$ cat config.mk
export PLATFORM = sky130hd
export DESIGN_NAME = piec_codec
export DESIGN_NICKNAME = d
export VERILOG_FILES = /design/src/hdl/piec_pkg.sv /design/src/hdl/piec_elem_if.sv /design/src/hdl/piec_packer.sv /design/src/hdl/piec_checker.sv /design/src/hdl/piec_codec.sv
export SDC_FILE = /design/constraint.sdc
export NUM_CORES = 1
export LEC_CHECK = 0
export BUFFER_PORTS_ARGS = -buffer_cell sky130_fd_sc_hd__buf_4
export CORE_MARGIN = 2
export CORE_UTILIZATION = 43
export DETAILED_ROUTE_END_ITERATION = 8
export PLACE_DENSITY = 0.77
export SKIP_LAST_GASP = 1
export SYNTH_ARGS = -nofsm -noshare
export SYNTH_HDL_FRONTEND = slang
export SYNTH_SLANG_ARGS = --single-unit
export TNS_END_PERCENT = 20
$ cat constraint.sdc
create_clock -name i_core_clk -period 1.2 [get_ports i_core_clk]
set_input_delay 0.06 -clock i_core_clk [delete_from_list [all_inputs] [get_ports i_core_clk]]
set_output_delay 0.06 -clock i_core_clk [all_outputs]
set_load 0.005 [all_outputs]
$ cat src/hdl/piec_pkg.sv
// Shared constants and types for the information element codec
package piec_pkg;

   // ---------------------------------------------------------------
   // Field widths, in bits
   // ---------------------------------------------------------------
   localparam int PIEC_W_URG = 2;
   localparam int PIEC_W_ACK = 1;
   localparam int PIEC_W_CC = 10;
   localparam int PIEC_W_NC = 14;
   localparam int PIEC_W_AREA = 4;
   localparam int PIEC_W_ATT = 3;
   localparam int PIEC_W_CMT = 3;
   localparam int PIEC_W_E2E = 1;
   localparam int PIEC_W_COMM = 2;
   localparam int PIEC_W_SLOT = 2;
   localparam int PIEC_W_DATA = PIEC_W_CC + PIEC_W_NC;
   localparam int PIEC_W_LEN = 5;

   // ---------------------------------------------------------------
   // Element lengths and field positions
   // ---------------------------------------------------------------
   localparam logic [4:0] PIEC_LEN_URG = 5'h02;
   localparam logic [4:0] PIEC_LEN_ACK = 5'h01;
   localparam logic [4:0] PIEC_LEN_ADDR = 5'h18;
   localparam logic [4:0] PIEC_LEN_AREA = 5'h04;
   localparam logic [4:0] PIEC_LEN_ATT = 5'h03;
   localparam logic [4:0] PIEC_LEN_BASIC = 5'h08;
   localparam int PIEC_POS_CMT = 5;
   localparam int PIEC_POS_E2E = 4;
   localparam int PIEC_POS_COMM = 2;
   localparam int PIEC_POS_SLOT = 0;
   localparam int PIEC_POS_CC = PIEC_W_NC;

   // ---------------------------------------------------------------
   // Code points
   // ---------------------------------------------------------------
   localparam logic [1:0] PIEC_URG_LOW = 2'h0;
   localparam logic [1:0] PIEC_URG_HIGH = 2'h1;
   localparam logic [1:0] PIEC_URG_EMERG = 2'h2;
   localparam logic [1:0] PIEC_URG_RSVD = 2'h3;
   localparam logic [3:0] PIEC_AREA_UNDEF = 4'h0;
   localparam logic [3:0] PIEC_AREA_ALL = 4'hf;
   localparam logic [2:0] PIEC_ATT_NONE = 3'h0;
   localparam logic [2:0] PIEC_ATT_UNSUPP = 3'h7;
   localparam logic [2:0] PIEC_CMT_SPEECH = 3'h0;
   localparam logic [2:0] PIEC_CMT_UNPROT = 3'h1;
   localparam logic [2:0] PIEC_CMT_LOW_N1 = 3'h2;
   localparam logic [2:0] PIEC_CMT_HIGH_N1 = 3'h5;
   localparam logic [2:0] PIEC_CMT_HIGH_N8 = 3'h7;
   localparam logic [1:0] PIEC_SLOT_ZERO = 2'h0;
   localparam logic [2:0] PIEC_SLOT_BIAS = 3'h1;

   // Container types 1, 2 and 3; zero is not a container
   localparam logic [1:0] PIEC_CT_NONE = 2'h0;

   typedef enum logic [2:0] {
      PIEC_EL_URG,
      PIEC_EL_ACK,
      PIEC_EL_ADDR,
      PIEC_EL_AREA,
      PIEC_EL_ATT,
      PIEC_EL_BASIC
   } piec_elem_t;

   typedef struct packed {
      logic [PIEC_W_URG-1:0] access_urgency;
      logic ack_required;
      logic [PIEC_W_CC-1:0] country_code_field;
      logic [PIEC_W_NC-1:0] network_code_field;
      logic [PIEC_W_AREA-1:0] distribution_area_select;
      logic [PIEC_W_ATT-1:0] attach_status;
      logic [PIEC_W_CMT-1:0] circuit_mode;
      logic e2e_encrypt;
      logic [PIEC_W_COMM-1:0] comm_type;
      logic [PIEC_W_SLOT-1:0] slot_code;
   } piec_fields_t;

   // Slots per frame as a count of one to four
   function automatic logic [2:0] piec_slot_count(input logic [1:0] code);
      piec_slot_count = {1'b0, code} + PIEC_SLOT_BIAS;
   endfunction : piec_slot_count

   function automatic logic piec_is_data(input logic [2:0] cmt);
      piec_is_data = (cmt != PIEC_CMT_SPEECH);
   endfunction : piec_is_data

endpackage : piec_pkg

$ cat src/hdl/piec_elem_if.sv
// Interface between the codec top and its packer and checker
`timescale 1ns/1ps
`default_nettype none
interface piec_elem_if;
   import piec_pkg::*;
   piec_elem_t elem;
   piec_fields_t fields;
   logic [PIEC_W_DATA-1:0] data;
   logic [PIEC_W_LEN-1:0] len;
   logic bad;

   modport pack (input elem, input fields, output data, output len,
      output bad);
   modport unpack (input elem, input data, output fields, output len,
      output bad);
endinterface : piec_elem_if
`default_nettype wire

$ cat src/hdl/piec_packer.sv
// Field packer: fields to an LSB-aligned element word
`timescale 1ns/1ps
`default_nettype none
module piec_packer (
   piec_elem_if.pack p
);
   import piec_pkg::*;

   always_comb
   begin
      p.data = '0;
      p.len = PIEC_LEN_URG;
      p.bad = 1'b0;
      unique case (p.elem)
         PIEC_EL_URG:
         begin
            p.data[PIEC_W_URG-1:0] = p.fields.access_urgency;
            p.bad = (p.fields.access_urgency == PIEC_URG_RSVD);
         end
         PIEC_EL_ACK:
         begin
            p.data[0] = p.fields.ack_required;
            p.len = PIEC_LEN_ACK;
         end
         PIEC_EL_ADDR:
         begin
            p.data = {p.fields.country_code_field,
               p.fields.network_code_field};
            p.len = PIEC_LEN_ADDR;
         end
         PIEC_EL_AREA:
         begin
            p.data[PIEC_W_AREA-1:0] = p.fields.distribution_area_select;
            p.len = PIEC_LEN_AREA;
         end
         PIEC_EL_ATT:
         begin
            p.data[PIEC_W_ATT-1:0] = p.fields.attach_status;
            p.len = PIEC_LEN_ATT;
         end
         PIEC_EL_BASIC:
         begin
            p.data[PIEC_POS_CMT+:PIEC_W_CMT] = p.fields.circuit_mode;
            p.data[PIEC_POS_E2E] = p.fields.e2e_encrypt;
            p.data[PIEC_POS_COMM+:PIEC_W_COMM] = p.fields.comm_type;
            // Speech keeps the slot field, forced to zero
            p.data[PIEC_POS_SLOT+:PIEC_W_SLOT] =
               piec_is_data(p.fields.circuit_mode) ?
               p.fields.slot_code : PIEC_SLOT_ZERO;
            p.len = PIEC_LEN_BASIC;
         end
         default:
            p.bad = 1'b1;
      endcase
   end

endmodule : piec_packer
`default_nettype wire

$ cat src/hdl/piec_checker.sv
// Field checker: element word back to raw fields, reserved codes flagged
`timescale 1ns/1ps
`default_nettype none
module piec_checker (
   piec_elem_if.unpack u
);
   import piec_pkg::*;

   always_comb
   begin
      u.fields = '0;
      u.len = PIEC_LEN_URG;
      u.bad = 1'b0;
      unique case (u.elem)
         PIEC_EL_URG:
         begin
            u.fields.access_urgency = u.data[PIEC_W_URG-1:0];
            u.bad = (u.data[PIEC_W_URG-1:0] == PIEC_URG_RSVD);
         end
         PIEC_EL_ACK:
         begin
            u.fields.ack_required = u.data[0];
            u.len = PIEC_LEN_ACK;
         end
         PIEC_EL_ADDR:
         begin
            u.fields.country_code_field = u.data[PIEC_POS_CC+:PIEC_W_CC];
            u.fields.network_code_field = u.data[PIEC_W_NC-1:0];
            u.len = PIEC_LEN_ADDR;
         end
         PIEC_EL_AREA:
         begin
            u.fields.distribution_area_select = u.data[PIEC_W_AREA-1:0];
            u.len = PIEC_LEN_AREA;
         end
         PIEC_EL_ATT:
         begin
            u.fields.attach_status = u.data[PIEC_W_ATT-1:0];
            u.len = PIEC_LEN_ATT;
         end
         PIEC_EL_BASIC:
         begin
            u.fields.circuit_mode = u.data[PIEC_POS_CMT+:PIEC_W_CMT];
            u.fields.e2e_encrypt = u.data[PIEC_POS_E2E];
            u.fields.comm_type = u.data[PIEC_POS_COMM+:PIEC_W_COMM];
            u.fields.slot_code = u.data[PIEC_POS_SLOT+:PIEC_W_SLOT];
            u.len = PIEC_LEN_BASIC;
            // Speech with a non-zero slot field is flagged, raw kept
            u.bad = !piec_is_data(u.data[PIEC_POS_CMT+:PIEC_W_CMT]) &&
               (u.data[PIEC_POS_SLOT+:PIEC_W_SLOT] != PIEC_SLOT_ZERO);
         end
         default:
            u.bad = 1'b1;
      endcase
   end

endmodule : piec_checker
`default_nettype wire

$ cat src/hdl/piec_codec.sv
// Information element codec top: registered encode and decode paths
`timescale 1ns/1ps
`default_nettype none
module piec_codec (
   input wire logic i_core_clk,
   input wire logic i_rst,
   // Encode request
   input wire logic i_enc_valid,
   input wire piec_pkg::piec_elem_t i_enc_elem,
   input wire logic [1:0] i_enc_container,
   input wire logic [piec_pkg::PIEC_W_URG-1:0] i_access_urgency,
   input wire logic i_ack_required,
   input wire logic [piec_pkg::PIEC_W_CC-1:0] i_country_code_field,
   input wire logic [piec_pkg::PIEC_W_NC-1:0] i_network_code_field,
   input wire logic [piec_pkg::PIEC_W_AREA-1:0] i_distribution_area_select,
   input wire logic [piec_pkg::PIEC_W_ATT-1:0] i_attach_status,
   input wire logic [piec_pkg::PIEC_W_CMT-1:0] i_circuit_mode,
   input wire logic i_e2e_encrypt,
   input wire logic [piec_pkg::PIEC_W_COMM-1:0] i_comm_type,
   input wire logic [piec_pkg::PIEC_W_SLOT-1:0] i_slot_code,
   // Encode answer
   output logic o_enc_valid,
   output logic o_enc_reject,
   output logic [piec_pkg::PIEC_W_DATA-1:0] o_enc_data,
   output logic [piec_pkg::PIEC_W_LEN-1:0] o_enc_len,
   output logic [1:0] o_enc_container,
   // Decode request
   input wire logic i_dec_valid,
   input wire piec_pkg::piec_elem_t i_dec_elem,
   input wire logic [1:0] i_dec_container,
   input wire logic [piec_pkg::PIEC_W_DATA-1:0] i_dec_data,
   // Decode answer
   output logic o_dec_valid,
   output logic o_dec_error,
   output piec_pkg::piec_elem_t o_dec_elem,
   output logic [1:0] o_dec_container,
   output logic [piec_pkg::PIEC_W_DATA-1:0] o_dec_raw,
   output logic [piec_pkg::PIEC_W_LEN-1:0] o_dec_len,
   output piec_pkg::piec_fields_t o_dec_fields,
   output logic [2:0] o_dec_slot_count,
   output logic o_dec_data_channel,
   output logic o_dec_all_areas
);
   import piec_pkg::*;

   // ---------------------------------------------------------------
   // State
   // ---------------------------------------------------------------
   typedef struct packed {
      logic enc_valid;
      logic enc_reject;
      logic [PIEC_W_DATA-1:0] enc_data;
      logic [PIEC_W_LEN-1:0] enc_len;
      logic [1:0] enc_cont;
      logic dec_valid;
      logic dec_error;
      piec_elem_t dec_elem;
      logic [1:0] dec_cont;
      logic [PIEC_W_DATA-1:0] dec_raw;
      logic [PIEC_W_LEN-1:0] dec_len;
      piec_fields_t dec_fields;
      logic [2:0] dec_slots;
      logic dec_data_ch;
      logic dec_all_areas;
   } piec_state_t;

   piec_state_t st_r;
   piec_state_t st_nxt;
   piec_fields_t enc_fields;

   piec_elem_if enc_if ();
   piec_elem_if dec_if ();

   // ---------------------------------------------------------------
   // Packer and checker
   // ---------------------------------------------------------------
   always_comb
   begin
      enc_fields.access_urgency = i_access_urgency;
      enc_fields.ack_required = i_ack_required;
      enc_fields.country_code_field = i_country_code_field;
      enc_fields.network_code_field = i_network_code_field;
      enc_fields.distribution_area_select = i_distribution_area_select;
      enc_fields.attach_status = i_attach_status;
      enc_fields.circuit_mode = i_circuit_mode;
      enc_fields.e2e_encrypt = i_e2e_encrypt;
      enc_fields.comm_type = i_comm_type;
      enc_fields.slot_code = i_slot_code;
   end

   assign enc_if.elem = i_enc_elem;
   assign enc_if.fields = enc_fields;
   assign dec_if.elem = i_dec_elem;
   assign dec_if.data = i_dec_data;

   piec_packer u_packer (
      .p (enc_if)
   );

   piec_checker u_checker (
      .u (dec_if)
   );

   // ---------------------------------------------------------------
   // Next state
   // ---------------------------------------------------------------
   // Valid and reject answers stand one cycle; dec_error and data fields hold until the next decode or accepted encode
   always_comb
   begin
      st_nxt = st_r;
      st_nxt.enc_valid = 1'b0;
      st_nxt.enc_reject = 1'b0;
      st_nxt.dec_valid = 1'b0;
      if (i_enc_valid)
      begin
         // A word is never emitted partly legal; refuse it whole
         if (enc_if.bad || i_enc_container == PIEC_CT_NONE)
         begin
            st_nxt.enc_reject = 1'b1;
         end
         else
         begin
            st_nxt.enc_valid = 1'b1;
            st_nxt.enc_data = enc_if.data;
            st_nxt.enc_len = enc_if.len;
            st_nxt.enc_cont = i_enc_container;
         end
      end
      if (i_dec_valid)
      begin
         st_nxt.dec_valid = 1'b1;
         st_nxt.dec_error = dec_if.bad ||
            (i_dec_container == PIEC_CT_NONE);
         st_nxt.dec_elem = i_dec_elem;
         st_nxt.dec_cont = i_dec_container;
         st_nxt.dec_raw = i_dec_data;
         st_nxt.dec_len = dec_if.len;
         st_nxt.dec_fields = dec_if.fields;
         st_nxt.dec_slots = piec_slot_count(dec_if.fields.slot_code);
         st_nxt.dec_data_ch = (i_dec_elem == PIEC_EL_BASIC) &&
            piec_is_data(dec_if.fields.circuit_mode);
         st_nxt.dec_all_areas = (i_dec_elem == PIEC_EL_AREA) &&
            (dec_if.fields.distribution_area_select == PIEC_AREA_ALL);
      end
   end

   // ---------------------------------------------------------------
   // Registers
   // ---------------------------------------------------------------
   always_ff @(posedge i_core_clk)
   begin
      if (i_rst)
      begin
         st_r <= '0;
      end
      else
      begin
         st_r <= st_nxt;
      end
   end

   assign o_enc_valid = st_r.enc_valid;
   assign o_enc_reject = st_r.enc_reject;
   assign o_enc_data = st_r.enc_data;
   assign o_enc_len = st_r.enc_len;
   assign o_enc_container = st_r.enc_cont;
   assign o_dec_valid = st_r.dec_valid;
   assign o_dec_error = st_r.dec_error;
   assign o_dec_elem = st_r.dec_elem;
   assign o_dec_container = st_r.dec_cont;
   assign o_dec_raw = st_r.dec_raw;
   assign o_dec_len = st_r.dec_len;
   assign o_dec_fields = st_r.dec_fields;
   assign o_dec_slot_count = st_r.dec_slots;
   assign o_dec_data_channel = st_r.dec_data_ch;
   assign o_dec_all_areas = st_r.dec_all_areas;

endmodule : piec_codec
`default_nettype wire

==> metrics.txt <==
result of the run=finished, violations left; failing checks=setup timing; worst hold path type=in2reg; pwr dens=1380 nW/um^2; endpoint class of the critical path=register; Clk Latency, worst-skew pair=500 ps; count of flip-flops with a built-in enable after synthesis=0; Die Wd=106 um; measured slew at the worst slew-check pin=386 ps; largest net degree at the start of global routing=45; via count of the first global-routing pass=4,772; Reg2Reg Launch Point=o_dec_error$_SDFFE_PP0P_; cell type with the highest aggregate area in the netlist=sky130_fd_sc_hd__dfxtp_1; Place WS=-224 ps; total via count in the routed design=4,861; placed wire-length estimate after detailed placement=9470 um; fin worst setup slack=-13.1 ps; Synth Net Count=605; area of placed instances=6290 um^2; Placed Cells incl. Taps=846; final standard cell area without fillers=7560 um^2; effective utilization at floorplan=0.438; data required time of the critical path=1600 ps; register bit total from synthesis=116; number of design-rule violations left by the first detailed-router iteration=254; Via-to-Cell Ratio=5.15; Ant. Diodes=0; cell count after synthesis=524; reg-to-reg critical path endpoint=o_dec_error$_SDFFE_PP0P_; Cells on Worst Hold Path=5; Sink Count=116; most frequent cell after synthesis=sky130_fd_sc_hd__dfxtp_1; Std-Cell Rows=37; drt total wl=14,500 um; post-synthesis instance area=4480 um^2; Crit path max-delay family=buffers and inverters; net count of the finished layout=876; number of max-capacitance violations reported=0; Critical Path Start Type=input pin; number of primary I/O pins=196; remaining antenna violation count=0; clock root buffer master=sky130_fd_sc_hd__clkbuf_8; area inside the core boundary=10,200 um^2; final-report max-slew violation count=0; cells on worst reg2reg path=2; series of cell instances along the critical path=dlygate4sd3_1 > buf_4 > inv_1 > nor3_4 > buf_12 > nor2_1 > a211oi_1; end point of the worst hold path=o_enc_data[3]$_SDFFE_PP0P_; number of failing hold endpoints at the final stage=0; final RePlAce weighted congestion=0.847; share of final-layout standard cells stronger than drive strength 1=0.334; setup TNS=-13.1 ps; timing startpoint of the critical path=i_dec_elem[1]; worst stage delay on the critical path=520 ps; gr ovfl total=0; Worst Hold Launch=i_distribution_area_select[3]; TritonCTS clock tree=built; global-route wire length before repair=23,000 um; Total Die Area=11,200 um^2; class of the most critical setup path=in2reg; period utilization=1.01; leading cell types by total area after synthesis=sky130_fd_sc_hd__dfxtp_1 (52%), sky130_fd_sc_hd__a21oi_1 (7.9%), sky130_fd_sc_hd__mux2i_1 (7.8%); Max Fanout on Critical Path=19; cell types with the highest counts after synthesis=sky130_fd_sc_hd__dfxtp_1 (116), sky130_fd_sc_hd__nand2_1 (74), sky130_fd_sc_hd__a21oi_1 (71); arrival time at the worst endpoint=1620 ps; maximum root-to-sink buffer count=2; Buf+Inv Stages, Crit Path=4; gr usage total=0.256; average wire per standard cell=15.3 um; number of detailed-routing iterations run before antenna repair=5; highest achievable clock rate=824 MHz; unrepaired setup endpoints after global routing=yes; count of final setup violators=1; Die Span Y=106 um; share of Yosys cell area claimed by the top area cell type=0.518; setup slack of the worst register-to-register path=440 ps; Slowest cell on crit path=sky130_fd_sc_hd__dlygate4sd3_1; mean instance size in the synthesized netlist=8.55 um^2; maximum ir drop on the vdd rail=856 uV; number of I/O port buffers=195; relative slew slack=0.743; count of non-filler cells in the finished layout=944; predominant post-synthesis flop cell=sky130_fd_sc_hd__dfxtp_1; number of antenna violations at the first check in global routing=0; setup skew after layout=0 ps; Leak=3.32 nW; async set-reset flop share out of synthesis=0; sequential element share of the synthesized area=0.518; Num CTS Buffers=17; minimum hold slack=22.5 ps; DRC viols=0; Min Clock Period, post-route=1210 ps; Yosys warning total=0; count of different cell masters after synthesis=41; clock transition at the registers of the reported paths=50 ps; area growth from synthesis to final layout=68.9%; H-tree depth reported by CTS=4
-- layout by cell type, fill, tap and decap left out, types with 2 or more instances in the layout --
cell                            netlist  routed
sky130_fd_sc_hd__a211oi_1             6       6
sky130_fd_sc_hd__a21oi_1             71      71
sky130_fd_sc_hd__a221oi_1             4       3
sky130_fd_sc_hd__a31oi_1              2       2
sky130_fd_sc_hd__and2_1               3       3
sky130_fd_sc_hd__buf_12               0       7
sky130_fd_sc_hd__buf_4                3     226
sky130_fd_sc_hd__bufinv_16            0       3
sky130_fd_sc_hd__clkbuf_16            0      16
sky130_fd_sc_hd__clkbuf_8             0       3
sky130_fd_sc_hd__clkinv_2             0       3
sky130_fd_sc_hd__clkinvlp_4           0       4
sky130_fd_sc_hd__dfxtp_1            116     116
sky130_fd_sc_hd__dlygate4sd3_1        0      66
sky130_fd_sc_hd__inv_1                4       4
sky130_fd_sc_hd__inv_6                0       2
sky130_fd_sc_hd__mux2i_1             35      35
sky130_fd_sc_hd__nand2_1             74      74
sky130_fd_sc_hd__nand2b_1             4       4
sky130_fd_sc_hd__nand3_1             56      56
sky130_fd_sc_hd__nand4_1              2       2
sky130_fd_sc_hd__nand4b_1             2       2
sky130_fd_sc_hd__nor2_1              61      61
sky130_fd_sc_hd__nor3_1              10      10
sky130_fd_sc_hd__o211ai_1             2       2
sky130_fd_sc_hd__o21ai_0              2       2
sky130_fd_sc_hd__o311ai_0             2       2
sky130_fd_sc_hd__or3_1                2       2
sky130_fd_sc_hd__xnor2_1              2       2
-- flip-flops by register name, summed over array words and instances, names as in the netlist, 2 cells and up --
| name | cells |
|---|---|
| o_dec_elem | 3 |
| o_dec_fields | 42 |
| o_enc_len | 5 |
| o_dec_slot_count | 3 |
| o_dec_raw | 24 |
| o_enc_data | 24 |
| o_dec_len | 5 |
| o_dec_container | 2 |
| o_enc_container | 2 |
-- worst reg2reg max path: cells and delay by family, from the launching register on --
family,cells,cell delay [ps]
simple gates,1,40
compound gates,1,270
flops,1,330
-- kinds of logic after synthesis --
family,after synthesis,share of synthesized area
and+or+nand+nor,221,0.218
DFF,116,0.518
AOI/OAI and AO/OA,98,0.129
buffers and inverters,51,0.0500
muxes,35,0.0782
xor gates and xnor gates,2,0.00391
adders and majority gates,1,0.00279
-- worst max-delay path by stage --
stage / slack, ps / depth (start not counted) / endpoint
CTS: 5 / 6 / o_enc_data[5]$_SDFFE_PP0P_
finish: -10 / 7 / o_dec_len[3]$_SDFFE_PP0P_
global route: -50 / 7 / o_dec_len[3]$_SDFFE_PP0P_
global placement: -150 / 7 / o_enc_data[0]$_SDFFE_PP0P_
floorplan: 0.4 / 8 / o_dec_slot_count[1]$_SDFFE_PP0P_
detailed placement: -220 / 6 / o_enc_data[5]$_SDFFE_PP0P_
-- metrics by stage --
stage | util | total power, mW
3_5_place_dp | 0.615 | 5.28
5_1_grt | 0.739 | 10.9
2_1_floorplan | - | 4.62
4_1_cts | 0.738 | 10.5
3_3_place_gp | 0.615 | 5.25
6_report | 0.739 | 10.4
-- what timing repair did --
action                                  in CTS  in global routing
gates resized for setup                      0                  2
endpoints found under the hold margin      103                  0
endpoints found under the setup margin       0                 14
buffers inserted                             0                  0
hold buffers                                66                  0
-- power by group --
group,internal [mW],switching [mW]
clock network,3.27,1.76
logic,0.736,0.597
registers,3.99,0.0751
-- cell type report --
type                       count  area [um^2]
clock inverter                12          153
tap                          136          170
multi-input combinational    357         1960
fill                         729         2670
sequential                   116         2320
inverter                       4         15.0
timing repair buffer         299         2500
clock buffer                  20          445
-- layer usage --
metal / wire (um) / GRT usage
met5: 0 / 0
met4: 292 / 0.0968
met3: 1200 / 0.0871
met2: 7270 / 0.448
met1: 5720 / 0.286
(Power assumes the default switching activity.)
